File: config.mk
export PLATFORM = sky130hd
export DESIGN_NAME = usb_endpoint_in_control
export DESIGN_NICKNAME = d
export VERILOG_FILES = /design/src/rtl/usb_ep_pkg.sv /design/src/rtl/usb_endpoint_in_control.sv
export SDC_FILE = /design/constraint.sdc
export NUM_CORES = 1
export LEC_CHECK = 0
export ABC_CLOCK_PERIOD_IN_PS = 5200
export BUFFER_PORTS_ARGS = -buffer_cell sky130_fd_sc_hd__buf_2
export CAP_MARGIN = 20
export CORE_UTILIZATION = 51
export CTS_CLUSTER_SIZE = 25
export DETAILED_ROUTE_END_ITERATION = 6
export GPL_TIMING_DRIVEN = 0
export PLACE_DENSITY = 0.72
export SYNTH_ARGS = -nofsm -noshare
export SYNTH_HDL_FRONTEND = slang
export SYNTH_SLANG_ARGS = --single-unit
File: constraint.sdc
create_clock -name mclk -period 5.2 [get_ports mclk]
set_input_delay 0 -clock mclk [delete_from_list [all_inputs] [get_ports mclk]]
set_output_delay 0 -clock mclk [all_outputs]
set_load 0.1 [all_outputs]
File: src/rtl/usb_ep_pkg.sv
// Purpose: Constants and carriers for the endpoint 0-3 management logic.
// Assumes: One clock, synchronous active-high reset, byte-wide registers.
// Notes: Register offsets are byte addresses on the plain register port.
//
// Overview of operation
// - Endpoint-0 count shows received byte count in bits 6:0, valid with out-ready.
// - Bit 7 of the endpoint-0 count reads zero; writes do nothing.
// - Only the selected endpoint's IN/OUT control group is visible at a time.
// - Split mode set gives the endpoint both an IN and an OUT pipe.
// - Split clear: direction choice makes the endpoint IN or OUT only.
// - Disabled endpoints 1-3 give no handshake at all; all enabled at reset.
// - Enable bits 7:4 read 1111b; software writes 1 to bit 0.
// - Enable bits 3..1 switch endpoints 3..1; 0 off, 1 normal.
// - IN endpoints do bulk, interrupt and iso; bulk and interrupt handled alike.
// - IN interrupt on delivery, flush of a non-empty FIFO, or a sent STALL.
// - Bulk: ready packet sent on the next IN token, ready cleared, interrupt.
// - Ready set with no data written sends a zero-length packet.
// - Send-stall answers every IN with STALL, sets stall-sent flag, interrupts.
// - Ready clears when a slot is free; double buffer frees it at once.
// - Force toggle flips the toggle every packet; otherwise only on ACK.
// - Iso IN with nothing ready sends zero-length data and sets underflow.
// - With iso update, a loaded packet waits until the next start of frame.
// - Writing 1 to toggle reset clears the data toggle; reads back as 0.
package usb_ep_pkg;
  localparam logic [7:0] index_select_addr = 8'h0e;
  localparam logic [7:0] in_ctrl_status_low_addr = 8'h11;
  localparam logic [7:0] in_ctrl_status_high_addr = 8'h12;
  localparam logic [7:0] out_ctrl_status_low_addr = 8'h14;
  localparam logic [7:0] out_ctrl_status_high_addr = 8'h15;
  localparam logic [7:0] endpoint0_rx_byte_count_addr = 8'h16;
  localparam logic [7:0] endpoint_enable_bits_addr = 8'h1e;
  localparam logic [7:0] in_event_addr = 8'h20;
  localparam logic [7:0] enable_reset = 8'hff;
  localparam logic [3:0] enable_high_ones = 4'hf;
  localparam int ready_bit = 0;
  localparam int underflow_bit = 2;
  localparam int flush_bit = 3;
  localparam int send_stall_bit = 4;
  localparam int stall_sent_bit = 5;
  localparam int toggle_reset_bit = 6;
  localparam int double_buffer_bit = 7;
  localparam int direction_bit = 2;
  localparam int force_toggle_bit = 3;
  localparam int split_bit = 4;
  localparam int iso_update_bit = 5;
  localparam int iso_bit = 6;

  typedef enum logic [1:0] {
    hs_none,
    hs_data,
    hs_stall,
    hs_nak
  } reply_type;

  typedef struct packed {
    logic valid;
    logic [1:0] ep;
  } token_type;

  typedef struct packed {
    logic valid;
    reply_type kind;
    logic [1:0] ep;
    logic zero_length;
    logic toggle;
  } answer_type;
endpackage

File: src/rtl/usb_endpoint_in_control.sv
// Purpose: Endpoint enables, indexed IN control registers and IN pipe logic.
// Assumes: Packet engine and FIFO logic sit outside and report over ports.
// Notes: One answer per IN token to an enabled IN endpoint 1-3, given in the cycle after the token.
module usb_endpoint_in_control (
  input wire logic mclk,
  input wire logic rst,
  input wire logic [7:0] reg_addr,
  input wire logic [7:0] reg_wdata,
  input wire logic reg_write,
  input wire logic reg_read,
  output logic [7:0] reg_rdata,
  input wire logic [6:0] ep0_fifo_count,
  input wire logic out_packet_waiting,
  input wire logic [3:1] fifo_data_written,
  input wire logic [3:1] fifo_not_empty,
  input wire logic sof_seen,
  input wire usb_ep_pkg::token_type in_token,
  input wire logic host_ack,
  input wire logic [1:0] ack_ep,
  output usb_ep_pkg::answer_type answer,
  output logic [3:1] in_event,
  output logic [3:1] fifo_flush,
  output logic [3:1] ep_split,
  output logic [3:1] ep_is_in
);

  ////////////////////////////////////////////////////////////////////////////
  logic [1:0] index_sel;
  logic [3:1] ep_on;
  logic [3:1] ready;
  logic [3:1] stage;
  logic [3:1] held;
  logic [3:1] spare;
  logic [3:1] spare_empty;
  logic [3:1] split;
  logic [3:1] direction;
  logic [3:1] underflow;
  logic [3:1] send_stall;
  logic [3:1] stall_sent;
  logic [3:1] double_buf;
  logic [3:1] iso;
  logic [3:1] iso_update;
  logic [3:1] force_toggle;
  logic [3:1] toggle;
  logic [3:1] pending;
  logic [3:1] empty_pkt;
  logic [3:1] event_flag;
  logic [7:0] out_low [3:1];
  logic [7:0] out_high [3:1];
  logic [7:0] next_rdata;
  logic sel_ok;
  logic wr_low;
  logic wr_high;

  assign sel_ok = index_sel != 2'd0;
  assign wr_low = reg_write && sel_ok &&
                  reg_addr == usb_ep_pkg::in_ctrl_status_low_addr;
  assign wr_high = reg_write && sel_ok &&
                   reg_addr == usb_ep_pkg::in_ctrl_status_high_addr;
  assign in_event = event_flag;

  // Packet engine uses these to route each FIFO half.
  assign ep_split = split;

  ////////////////////////////////////////////////////////////////////////////
  always_ff @(posedge mclk) begin
    if (rst) begin
      index_sel <= 2'd0;
      ep_on <= usb_ep_pkg::enable_reset[3:1];
    end else if (reg_write) begin
      if (reg_addr == usb_ep_pkg::index_select_addr) begin
        index_sel <= reg_wdata[1:0];
      end
      if (reg_addr == usb_ep_pkg::endpoint_enable_bits_addr) begin
        ep_on <= reg_wdata[3:1];
      end
    end
  end

  always_comb begin
    next_rdata = 8'h00;
    case (reg_addr)
      usb_ep_pkg::endpoint0_rx_byte_count_addr: begin
        next_rdata = {1'b0, ep0_fifo_count};
      end
      usb_ep_pkg::endpoint_enable_bits_addr: begin
        next_rdata = {usb_ep_pkg::enable_high_ones, ep_on, 1'b1};
      end
      usb_ep_pkg::index_select_addr: begin
        next_rdata = {6'h00, index_sel};
      end
      usb_ep_pkg::in_event_addr: begin
        next_rdata = {4'h0, event_flag, 1'b0};
      end
      default: begin
        next_rdata = 8'h00;
      end
    endcase
    if (sel_ok) begin
      case (reg_addr)
        usb_ep_pkg::in_ctrl_status_low_addr: begin
          // Toggle reset is write-only and reads as zero.
          next_rdata = {1'b0, 1'b0, stall_sent[index_sel],
                        send_stall[index_sel], 1'b0, underflow[index_sel],
                        fifo_not_empty[index_sel], ready[index_sel]};
        end
        usb_ep_pkg::in_ctrl_status_high_addr: begin
          next_rdata = {double_buf[index_sel], iso[index_sel],
                        iso_update[index_sel], split[index_sel],
                        force_toggle[index_sel], direction[index_sel],
                        2'b00};
        end
        usb_ep_pkg::out_ctrl_status_low_addr: begin
          next_rdata = out_low[index_sel];
        end
        usb_ep_pkg::out_ctrl_status_high_addr: begin
          next_rdata = out_high[index_sel];
        end
        default: begin
        end
      endcase
    end
  end

  always_ff @(posedge mclk) begin
    if (rst) begin
      reg_rdata <= 8'h00;
    end else begin
      reg_rdata <= reg_read ? next_rdata : 8'h00;
    end
  end

  ////////////////////////////////////////////////////////////////////////////
  // Per-endpoint IN pipe. A committed packet moves to "pending"; in double
  // buffer mode the ready flag is then free for a second packet.
  genvar e;
  generate
    for (e = 1; e <= 3; e++) begin : g_ep
      logic tok;
      logic ack;
      logic has_pkt;
      logic flush_wr;
      logic ready_wr;
      logic send;
      assign tok = in_token.valid && in_token.ep == e[1:0] && ep_on[e] &&
                   ep_is_in[e];
      assign ack = host_ack && ack_ep == e[1:0];
      assign has_pkt = pending[e] && !held[e];
      assign flush_wr = wr_low && index_sel == e[1:0] &&
                        reg_wdata[usb_ep_pkg::flush_bit];
      assign ready_wr = wr_low && index_sel == e[1:0] &&
                        reg_wdata[usb_ep_pkg::ready_bit];
      assign send = tok && !send_stall[e] && has_pkt;

      always_ff @(posedge mclk) begin
        if (rst) begin
          out_low[e] <= 8'h00;
          out_high[e] <= 8'h00;
        end else if (reg_write && sel_ok && index_sel == e[1:0]) begin
          if (reg_addr == usb_ep_pkg::out_ctrl_status_low_addr) begin
            out_low[e] <= reg_wdata;
          end
          if (reg_addr == usb_ep_pkg::out_ctrl_status_high_addr) begin
            out_high[e] <= reg_wdata;
          end
        end
      end

      // Split lives in bit 4 of the high byte; direction in bit 2.
      always_ff @(posedge mclk) begin
        if (rst) begin
          double_buf[e] <= 1'b0;
          iso[e] <= 1'b0;
          iso_update[e] <= 1'b0;
          force_toggle[e] <= 1'b0;
          split[e] <= 1'b0;
          direction[e] <= 1'b0;
          ep_is_in[e] <= 1'b0;
        end else if (wr_high && index_sel == e[1:0]) begin
          double_buf[e] <= reg_wdata[usb_ep_pkg::double_buffer_bit];
          iso[e] <= reg_wdata[usb_ep_pkg::iso_bit];
          iso_update[e] <= reg_wdata[usb_ep_pkg::iso_update_bit];
          force_toggle[e] <= reg_wdata[usb_ep_pkg::force_toggle_bit];
          split[e] <= reg_wdata[usb_ep_pkg::split_bit];
          direction[e] <= reg_wdata[usb_ep_pkg::direction_bit];
          // Split forces the IN pipe on; else direction decides.
          ep_is_in[e] <= reg_wdata[usb_ep_pkg::split_bit] |
                         reg_wdata[usb_ep_pkg::direction_bit];
        end
      end

      always_ff @(posedge mclk) begin
        if (rst) begin
          send_stall[e] <= 1'b0;
        end else if (wr_low && index_sel == e[1:0]) begin
          send_stall[e] <= reg_wdata[usb_ep_pkg::send_stall_bit];
        end
      end

      // Flags set by hardware win over a software clear in the same cycle.
      always_ff @(posedge mclk) begin
        if (rst) begin
          stall_sent[e] <= 1'b0;
          underflow[e] <= 1'b0;
        end else begin
          if (wr_low && index_sel == e[1:0]) begin
            stall_sent[e] <= reg_wdata[usb_ep_pkg::stall_sent_bit];
            underflow[e] <= reg_wdata[usb_ep_pkg::underflow_bit];
          end
          if (tok && send_stall[e]) begin
            stall_sent[e] <= 1'b1;
          end else if (tok && iso[e] && !has_pkt) begin
            underflow[e] <= 1'b1;
          end
        end
      end

      always_ff @(posedge mclk) begin
        if (rst) begin
          stage[e] <= 1'b0;
          ready[e] <= 1'b0;
          pending[e] <= 1'b0;
          spare[e] <= 1'b0;
          empty_pkt[e] <= 1'b0;
          spare_empty[e] <= 1'b0;
          held[e] <= 1'b0;
        end else begin
          if (fifo_data_written[e]) begin
            stage[e] <= 1'b1;
          end
          if (ready_wr) begin
            ready[e] <= 1'b1;
          end
          if (sof_seen) begin
            held[e] <= 1'b0;
          end
          // A commit waits one cycle after a send, so that the two slots
          // never move in the same cycle.
          if (send) begin
            // The second slot, if full, moves up to be sent next.
            pending[e] <= spare[e];
            empty_pkt[e] <= spare_empty[e];
            spare[e] <= 1'b0;
            held[e] <= spare[e] && iso[e] && iso_update[e] && !sof_seen;
          end else if (ready[e] && !pending[e]) begin
            // A slot is open, so commit and free the ready flag.
            ready[e] <= 1'b0;
            pending[e] <= 1'b1;
            empty_pkt[e] <= !stage[e];
            stage[e] <= 1'b0;
            held[e] <= iso[e] && iso_update[e] && !sof_seen;
          end else if (ready[e] && double_buf[e] && !spare[e]) begin
            // Second slot frees the ready flag at once, with no event.
            ready[e] <= 1'b0;
            spare[e] <= 1'b1;
            spare_empty[e] <= !stage[e];
            stage[e] <= 1'b0;
          end
          if (flush_wr) begin
            pending[e] <= 1'b0;
            spare[e] <= 1'b0;
            ready[e] <= 1'b0;
            stage[e] <= 1'b0;
          end
        end
      end

      always_ff @(posedge mclk) begin
        if (rst) begin
          toggle[e] <= 1'b0;
        end else if (wr_low && index_sel == e[1:0] &&
                     reg_wdata[usb_ep_pkg::toggle_reset_bit]) begin
          toggle[e] <= 1'b0;
        end else if ((force_toggle[e] && tok && !send_stall[e] && has_pkt) ||
                     (!force_toggle[e] && ack)) begin
          toggle[e] <= ~toggle[e];
        end
      end

      always_ff @(posedge mclk) begin
        if (rst) begin
          event_flag[e] <= 1'b0;
        end else begin
          // Stall, delivery and non-empty flush raise the event.
          event_flag[e] <= (tok && send_stall[e]) ||
                           (send && (iso[e] || force_toggle[e])) ||
                           (ack && !iso[e] && !force_toggle[e]) ||
                           (flush_wr && fifo_not_empty[e]);
        end
      end

      always_ff @(posedge mclk) begin
        if (rst) begin
          fifo_flush[e] <= 1'b0;
        end else begin
          fifo_flush[e] <= flush_wr;
        end
      end

      stall_ev_a: assert property (
        @(posedge mclk) disable iff (rst)
        tok && send_stall[e] |=> stall_sent[e] && event_flag[e])
        else $error("stall did not set its flag and event");
      iso_under_a: assert property (
        @(posedge mclk) disable iff (rst)
        tok && iso[e] && !send_stall[e] && !has_pkt |=> underflow[e])
        else $error("iso underflow not flagged");
      toggle_hold_a: assert property (
        @(posedge mclk) disable iff (rst)
        !force_toggle[e] && !ack && !wr_low |=> $stable(toggle[e]))
        else $error("toggle moved without ack");
      iso_hold_a: assert property (
        @(posedge mclk) disable iff (rst)
        held[e] && !sof_seen |=> !(tok && has_pkt))
        else $error("held iso packet left early");
      slot_commit_a: assert property (
        @(posedge mclk) disable iff (rst)
        ready[e] && !send && !pending[e] && !flush_wr
        |=> pending[e] && !ready[e])
        else $error("open slot did not take the ready packet");
      second_slot_a: assert property (
        @(posedge mclk) disable iff (rst)
        ready[e] && !send && pending[e] && double_buf[e] && !spare[e] &&
        !flush_wr |=> spare[e] && !ready[e])
        else $error("second slot did not take the ready packet");
      toggle_clear_a: assert property (
        @(posedge mclk) disable iff (rst)
        wr_low && index_sel == e[1:0] &&
        reg_wdata[usb_ep_pkg::toggle_reset_bit] |=> !toggle[e])
        else $error("toggle reset did not clear the toggle");
      ack_event_a: assert property (
        @(posedge mclk) disable iff (rst)
        ack && !iso[e] && !force_toggle[e] |=> event_flag[e])
        else $error("acknowledged packet raised no event");
    end
  endgenerate

  ////////////////////////////////////////////////////////////////////////////
  // One answer per token to an enabled IN endpoint 1-3, chosen from its state.
  always_ff @(posedge mclk) begin
    if (rst) begin
      answer <= '0;
    end else begin
      answer <= '0;
      if (in_token.valid && in_token.ep != 2'd0 && ep_on[in_token.ep] &&
          ep_is_in[in_token.ep]) begin
        answer.valid <= 1'b1;
        answer.ep <= in_token.ep;
        answer.toggle <= toggle[in_token.ep];
        if (send_stall[in_token.ep]) begin
          answer.kind <= usb_ep_pkg::hs_stall;
        end else if (pending[in_token.ep] && !held[in_token.ep]) begin
          answer.kind <= usb_ep_pkg::hs_data;
          answer.zero_length <= empty_pkt[in_token.ep];
        end else if (iso[in_token.ep]) begin
          answer.kind <= usb_ep_pkg::hs_data;
          answer.zero_length <= 1'b1;
        end else begin
          answer.kind <= usb_ep_pkg::hs_nak;
        end
      end
    end
  end

  ep_off_a: assert property (
    @(posedge mclk) disable iff (rst)
    in_token.valid && in_token.ep != 2'd0 && !ep_on[in_token.ep]
    |=> !answer.valid)
    else $error("disabled endpoint answered");
  ep_answer_a: assert property (
    @(posedge mclk) disable iff (rst)
    in_token.valid && in_token.ep != 2'd0 && ep_on[in_token.ep] &&
    ep_is_in[in_token.ep]
    |=> answer.valid && answer.ep == $past(in_token.ep))
    else $error("enabled endpoint gave no answer");
  count_rd_a: assert property (
    @(posedge mclk) disable iff (rst)
    reg_read && reg_addr == usb_ep_pkg::endpoint0_rx_byte_count_addr
    |=> reg_rdata == {1'b0, $past(ep0_fifo_count)})
    else $error("count register readback wrong");
  enable_rd_a: assert property (
    @(posedge mclk) disable iff (rst)
    reg_read && reg_addr == usb_ep_pkg::endpoint_enable_bits_addr
    |=> reg_rdata[7:4] == 4'hf && reg_rdata[0])
    else $error("enable register fixed bits wrong");
  stall_ans_a: assert property (
    @(posedge mclk) disable iff (rst)
    answer.valid && answer.kind == usb_ep_pkg::hs_stall
    |-> stall_sent[answer.ep])
    else $error("stall answer without flag");

endmodule

# Yosys cells after proc, flatten, opt, wreduce, memory -nomap -nowiden
# Memory sizes are Yosys's and may differ from the RTL's. A register that Yosys moved wholly into a read port is not among the register bits.
# Index checks and enable logic that the tools add are counted.
classes:
  magnitude_cmp: 2
  eq_ne: 17
  mux: 138
  n_bitwise: 18
  reduce_logical: 175
op_table:
  columns: ["operator", "count"]
  rows:
  - ["logical AND 1 bit", 103]
  - ["2-to-1 mux 1 bit", 102]
  - ["one-hot mux 8 bit (4 select lines)", 2]
  - ["2-to-1 mux 8 bit", 7]
  - ["== test 8 x 5 -> 1 bit, second input constant", 6]
  - ["binary-select mux 1 bit (select 2 bit)", 19]
  - ["logical NOT 1 bit", 26]
  - ["nonzero test 2 bit", 8]
  - ["OR reduction 2 bit", 8]
  - ["logical OR 1 bit", 15]
  - ["2-to-1 mux 2 bit", 7]
  - ["== test 2 bit, second input constant", 6]
  - ["OR reduction 3 bit", 4]
  - ["NOT 1 bit", 11]
  - ["AND reduction 2 bit", 5]
  - ["AND reduction 3 bit", 3]
  - ["nonzero test 3 bit", 3]
  - ["== test 8 x 4 -> 1 bit, second input constant", 1]
  - ["== test 8 x 6 -> 1 bit, second input constant", 1]
  - ["2-to-1 mux 7 bit", 1]
  - ["bitwise OR 1 bit", 7]
  - ["== test 2 x 1 -> 1 bit, second input constant", 3]
  - ["< comparator 2 x 3 -> 1 bit, second input constant", 2]
word_totals:
  ff_bits: 80
  mem_bits_rw: 48
  elab_cells: 421
  mem_count: 2
mem_list:
  columns: ["name", "depth", "width", "rd", "rd_clocked_by_memory_dff", "write_ports", "line_no", "rtl"]
  rows:
  - ["out_high", 3, 8, 1, 1, 3, "usb_endpoint_in_control.sv:49", "logic [7:0] out_high [3:1];"]
  - ["out_low", 3, 8, 1, 1, 3, "usb_endpoint_in_control.sv:48", "logic [7:0] out_low [3:1];"]

# Logic depth before layout (Yosys ltp)
logic_depth:
  word_depth: 10
  depth_mapped: 8
  ltp_nobuf: 5

# Worst setup path after synthesis
# OpenSTA, ideal clock, no wires.
synth_timing:
  kind: "register to register"
  from: "reg ep_is_in[2] (netlist bit)"
  to: "reg event_flag, in the netlist in_event[2]"
  arrival_ns: 2.363
  t_required_ns: 5.126
  path_slack_ns: 2.763
  stages_incl_launch_ff: 6
  period_less_slack_ns: 2.437
  path_cell_list: "dfxtp_1 -> nand4b_1 -> nor4b_1 -> o21ai_0 -> o31a_1 -> a31oi_1"
synth_between:
  elab_chain_cells: 7
  elab_cells_between_ends: 8
  cone_classes: "reduce/logical: 8"
synth_rtl:
  columns: ["element", "line_no", "rtl"]
  rows:
  - ["from (decl)", "usb_endpoint_in_control.sv:24", "output logic [3:1] ep_is_in"]
  - ["from (signal, indexed assignment)", "usb_endpoint_in_control.sv:187", "ep_is_in[e] <= reg_wdata[usb_ep_pkg::split_bit] |"]
  - ["logical AND 1 bit *", "usb_endpoint_in_control.sv:145", "assign tok = in_token.valid && in_token.ep == e[1:0] && ep_on[e] &&"]
  - ["logical AND 1 bit (2 in series)", "usb_endpoint_in_control.sv:153", "assign send = tok && !send_stall[e] && has_pkt;"]
  - ["logical AND 1 bit", "usb_endpoint_in_control.sv:286", "(send && (iso[e] || force_toggle[e])) ||"]
  - ["logical OR 1 bit *", "usb_endpoint_in_control.sv:285", "event_flag[e] <= (tok && send_stall[e]) ||"]
  - ["logical OR 1 bit *", "usb_endpoint_in_control.sv:286", null]
  - ["logical OR 1 bit *", "usb_endpoint_in_control.sv:287", "(ack && !iso[e] && !force_toggle[e]) ||"]
  - ["to (signal, indexed assignment)", "usb_endpoint_in_control.sv:285", null]
  - ["to (decl)", "usb_endpoint_in_control.sv:47", "logic [3:1] event_flag;"]
# Every way passes the cells marked *; elsewhere a longest branch is shown, timed or not.
# A chain may end at the register's enable or synchronous reset.

# Worst setup path in the final report
layout_timing:
  from: "reg index_sel[0]"
  to: "reg reg_rdata[3]"
layout_between:
  elab_chain_cells: 4
  elab_cells_between_ends: 5
  cone_classes: "mux: 4; reduce/logical: 1"
layout_rtl:
  columns: ["element", "line_no", "rtl"]
  rows:
  - ["from (decl)", "usb_endpoint_in_control.sv:28", "logic [1:0] index_sel;"]
  - ["from (signal assigned)", "usb_endpoint_in_control.sv:72", "index_sel <= reg_wdata[1:0];"]
  - ["binary-select mux 1 bit (select 2 bit)", "usb_endpoint_in_control.sv:110", "force_toggle[index_sel], direction[index_sel],"]
  - ["2-to-1 mux 1 bit (implied by the code)", "usb_endpoint_in_control.sv:110", null]
  - ["one-hot mux 8 bit (4 select lines)", "usb_endpoint_in_control.sv:100", "case (reg_addr)"]
  - ["2-to-1 mux 8 bit *", "usb_endpoint_in_control.sv:99", "if (sel_ok) begin"]
  - ["to (signal assigned)", "usb_endpoint_in_control.sv:129", "reg_rdata <= reg_read ? next_rdata : 8'h00;"]
  - ["to (decl)", "usb_endpoint_in_control.sv:11", "output logic [7:0] reg_rdata,"]
# Every way passes the cells marked *; elsewhere a longest branch is shown, timed or not. The select of a mux whose other input is x is not followed.

==> flow_summary.ini <==
[place]
port_buffers = 60
dp_worst_setup_slack_ns = 2.417
place_congestion = 0.9600
hpwl_um = 12610

[layout]
fin_util = 0.6253
register_area_um2 = 3083
final_nets = 761
syn2layout_area_growth_pct = 19.85
diodes = 0
drive_above_1_share = 0.1937
multi_input_area_um2 = 2939
nFillCells = 994

[pwr]
vdd_drop_max_mv = 0.1839
power_uw = 2304
powerDensity_nw_per_um2 = 308.1
leakage_uw = 0.002830

[timing]
rsz0062_at_grt = false
fin_hold_ws_ns = 0.01318
slew-limit-headroom = 0.3132
worstMarginPinSlew_ns = 1.021
fmax_ghz = 0.3134
report.final.setup_viol = 0
fin_setup_tns_ns = 0
period_share = 0.6135
worst_clock_skew_ns = 0.007671
worst_slack_ns = 2.010
final-hold-violation-count = 0
min_period_ns = 3.190
drv_slew = 0

[synthesis]
synthesis.area_um2 = 6241
ys_ff_latch = 130
synth_flop_cell = dfxtp_1
async_flop_share = 0
syn_area_per_cell_um2 = 10.08
synth.yosys.warnings = 0
ys_types = 62
synth_fp_nets = 660
yosys.area.top_type = dfxtp_1
ys_top_cells_by_area = dfxtp_1, edfxtp_1, mux2i_1
netlist_top_cells_count = dfxtp_1, nor2_1, and2_1, edfxtp_1, mux2i_1
ys_seq_area_frac = 0.4940
netlist_instances = 619
post-synth-top-count-cell = dfxtp_1
synth_edf_count = 48
synth_top_cell_area_share = 0.2630

[global_routing]
grt_pass1_vias = 4977
grt_usage = 0.2875
grt_max_degree = 17
grt_pass1_wl_um = 27280
antenna_found_initial = 0
overflow = 0

[critical_path]
cp.required_ns = 5.56
path_buf_inv = 3
critPathKind = reg -> reg
crit_path_frequent_cell = clkbuf_1
crit_path_start_kind = flip-flop
worstPathArrival_ns = 3.55
critPathTopFamily = buffers and inverters
crit_path_end_kind = flip-flop
worstPathCellList = clkbuf_1 -> clkbuf_1 -> nor2_1 -> a2111oi_0 -> nand2_1 -> o22ai_1 -> dlygate4sd3_1
cp_max_fo = 10
cp_slowest_cell = a2111oi_0
critPathMaxStageDelay_ns = 0.70

[route]
drt_iter0_drc = 611
drc = 0
dr.pass1.iters = 6
wl_per_cell_um = 19.79
vias = 5272
wl_um = 17420
antenna_left = 0
via_per_inst = 5.991

[floorplanning]
die-height_um = 112.6
io_pins = 68
initial_core_util = 0.5218
fp.coreArea_um2 = 11960
die_w_um = 112.6
rows = 40
die-area_um2 = 12680

[clock_network]
htree_levels = 4
cts_buffers = 17
cts_sinks = 130
clock_latency_ns = 0.42
postCtsSetupBuffers = 0
cts_tree = done
cts_buffer_depth = 2
cts_resized = 0
clk_pin_slew_ns = 0.06
postCtsHoldBufs = 19
root_buffer = clkbuf_16

[status]
outcome = finished, final reports clean

[job]
max_cap_viol_count = 0

[worst_hold_path]
hold_path.class = in -> reg
==> worst paths after layout <==
check | startpoint | end | slack [ns] | cells past startpoint
worst max-delay path | index_sel[0] | reg_rdata[3] | 2.01 | 7
worst min-delay path | ep0_fifo_count[1] | reg_rdata[1] | 0.01 | 4
worst max register to register | index_sel[0] | reg_rdata[3] | 2.01 | 7
worst min register to register | stage[2] | spare_empty[2] | 0.46 | 1
==> through the flow <==
step	cell area, µm²	std cells
final	7480	880
after global routing	7480	880
after CTS	7470	878
after detailed placement	6730	827
after global placement	6725	826
after floorplan	6241	619
==> kinds of logic after synthesis <==
kind of cell           Yosys count  synth area share
AO/OA/AOI/OAI                  118            0.1287
buffers and inverters           53           0.03508
flip-flops                     130            0.4940
multiplexers                    68            0.1209
XOR/XNOR                         3          0.004211
AND/OR/NAND/NOR                247            0.2171
==> metal layers <==
layer  track usage  up-vias  wire length (µm)  part of all wire
met5             0        -                 0                 0
met4        0.1031        0               327             0.019
met3       0.06317       33              1274             0.073
met2        0.4350      250              7773              0.45
met1        0.4049     2530              8042              0.46
li1              -     2459                 -                 -
==> sequential cells by signal, indices dropped and copies added, names as in the netlist, 7 cells and up, named ones only <==
name	flops
answer	7
out_high	24
out_low	24
reg_rdata	8
==> area by class of cell <==
cell class | instances | area share
repair buffers | 82 | 0.06758
clock inverters | 10 | 0.007360
multi-input cells | 436 | 0.3929
well taps | 147 | 0.02459
flip-flops and latches | 130 | 0.4122
clock buffers | 22 | 0.06608
inverters | 14 | 0.007026
plain buffers | 39 | 0.02225
==> worst register-to-register path, stage by stage, from the launching register on <==
cell and delay [ns]:
dfxtp_1 0.30, clkbuf_1 0.45, clkbuf_1 0.53, nor2_1 0.16
a2111oi_0 0.70, nand2_1 0.24, o22ai_1 0.20, dlygate4sd3_1 0.56
==> cells in the final DEF (no fill, tap or decap), types with 7 or more instances in the layout <==
master / instances
a211oi_1: 12
a21oi_1: 26
a22oi_1: 9
and2_1: 49
buf_2: 65
clkbuf_1: 31
clkbuf_16: 17
clkinv_2: 7
dfxtp_1: 82
dlygate4sd3_1: 19
edfxtp_1: 48
inv_1: 14
mux2_2: 19
mux2i_1: 45
nand2_1: 29
nand2b_1: 13
nand3_1: 19
nor2_1: 69
nor3_1: 14
o21ai_0: 19
o21bai_1: 7
o22ai_1: 8
==> report_power, final <==
part / switching, µW / internal [µW] / leakage, µW
registers: 6.18 / 1070 / 0.00116
clock network: 436 / 666 / 0.000282
logic: 84.3 / 42.4 / 0.00139
total: 526 / 1780 / 0.00283
Note: power is estimated with default switching activity, not from simulation.
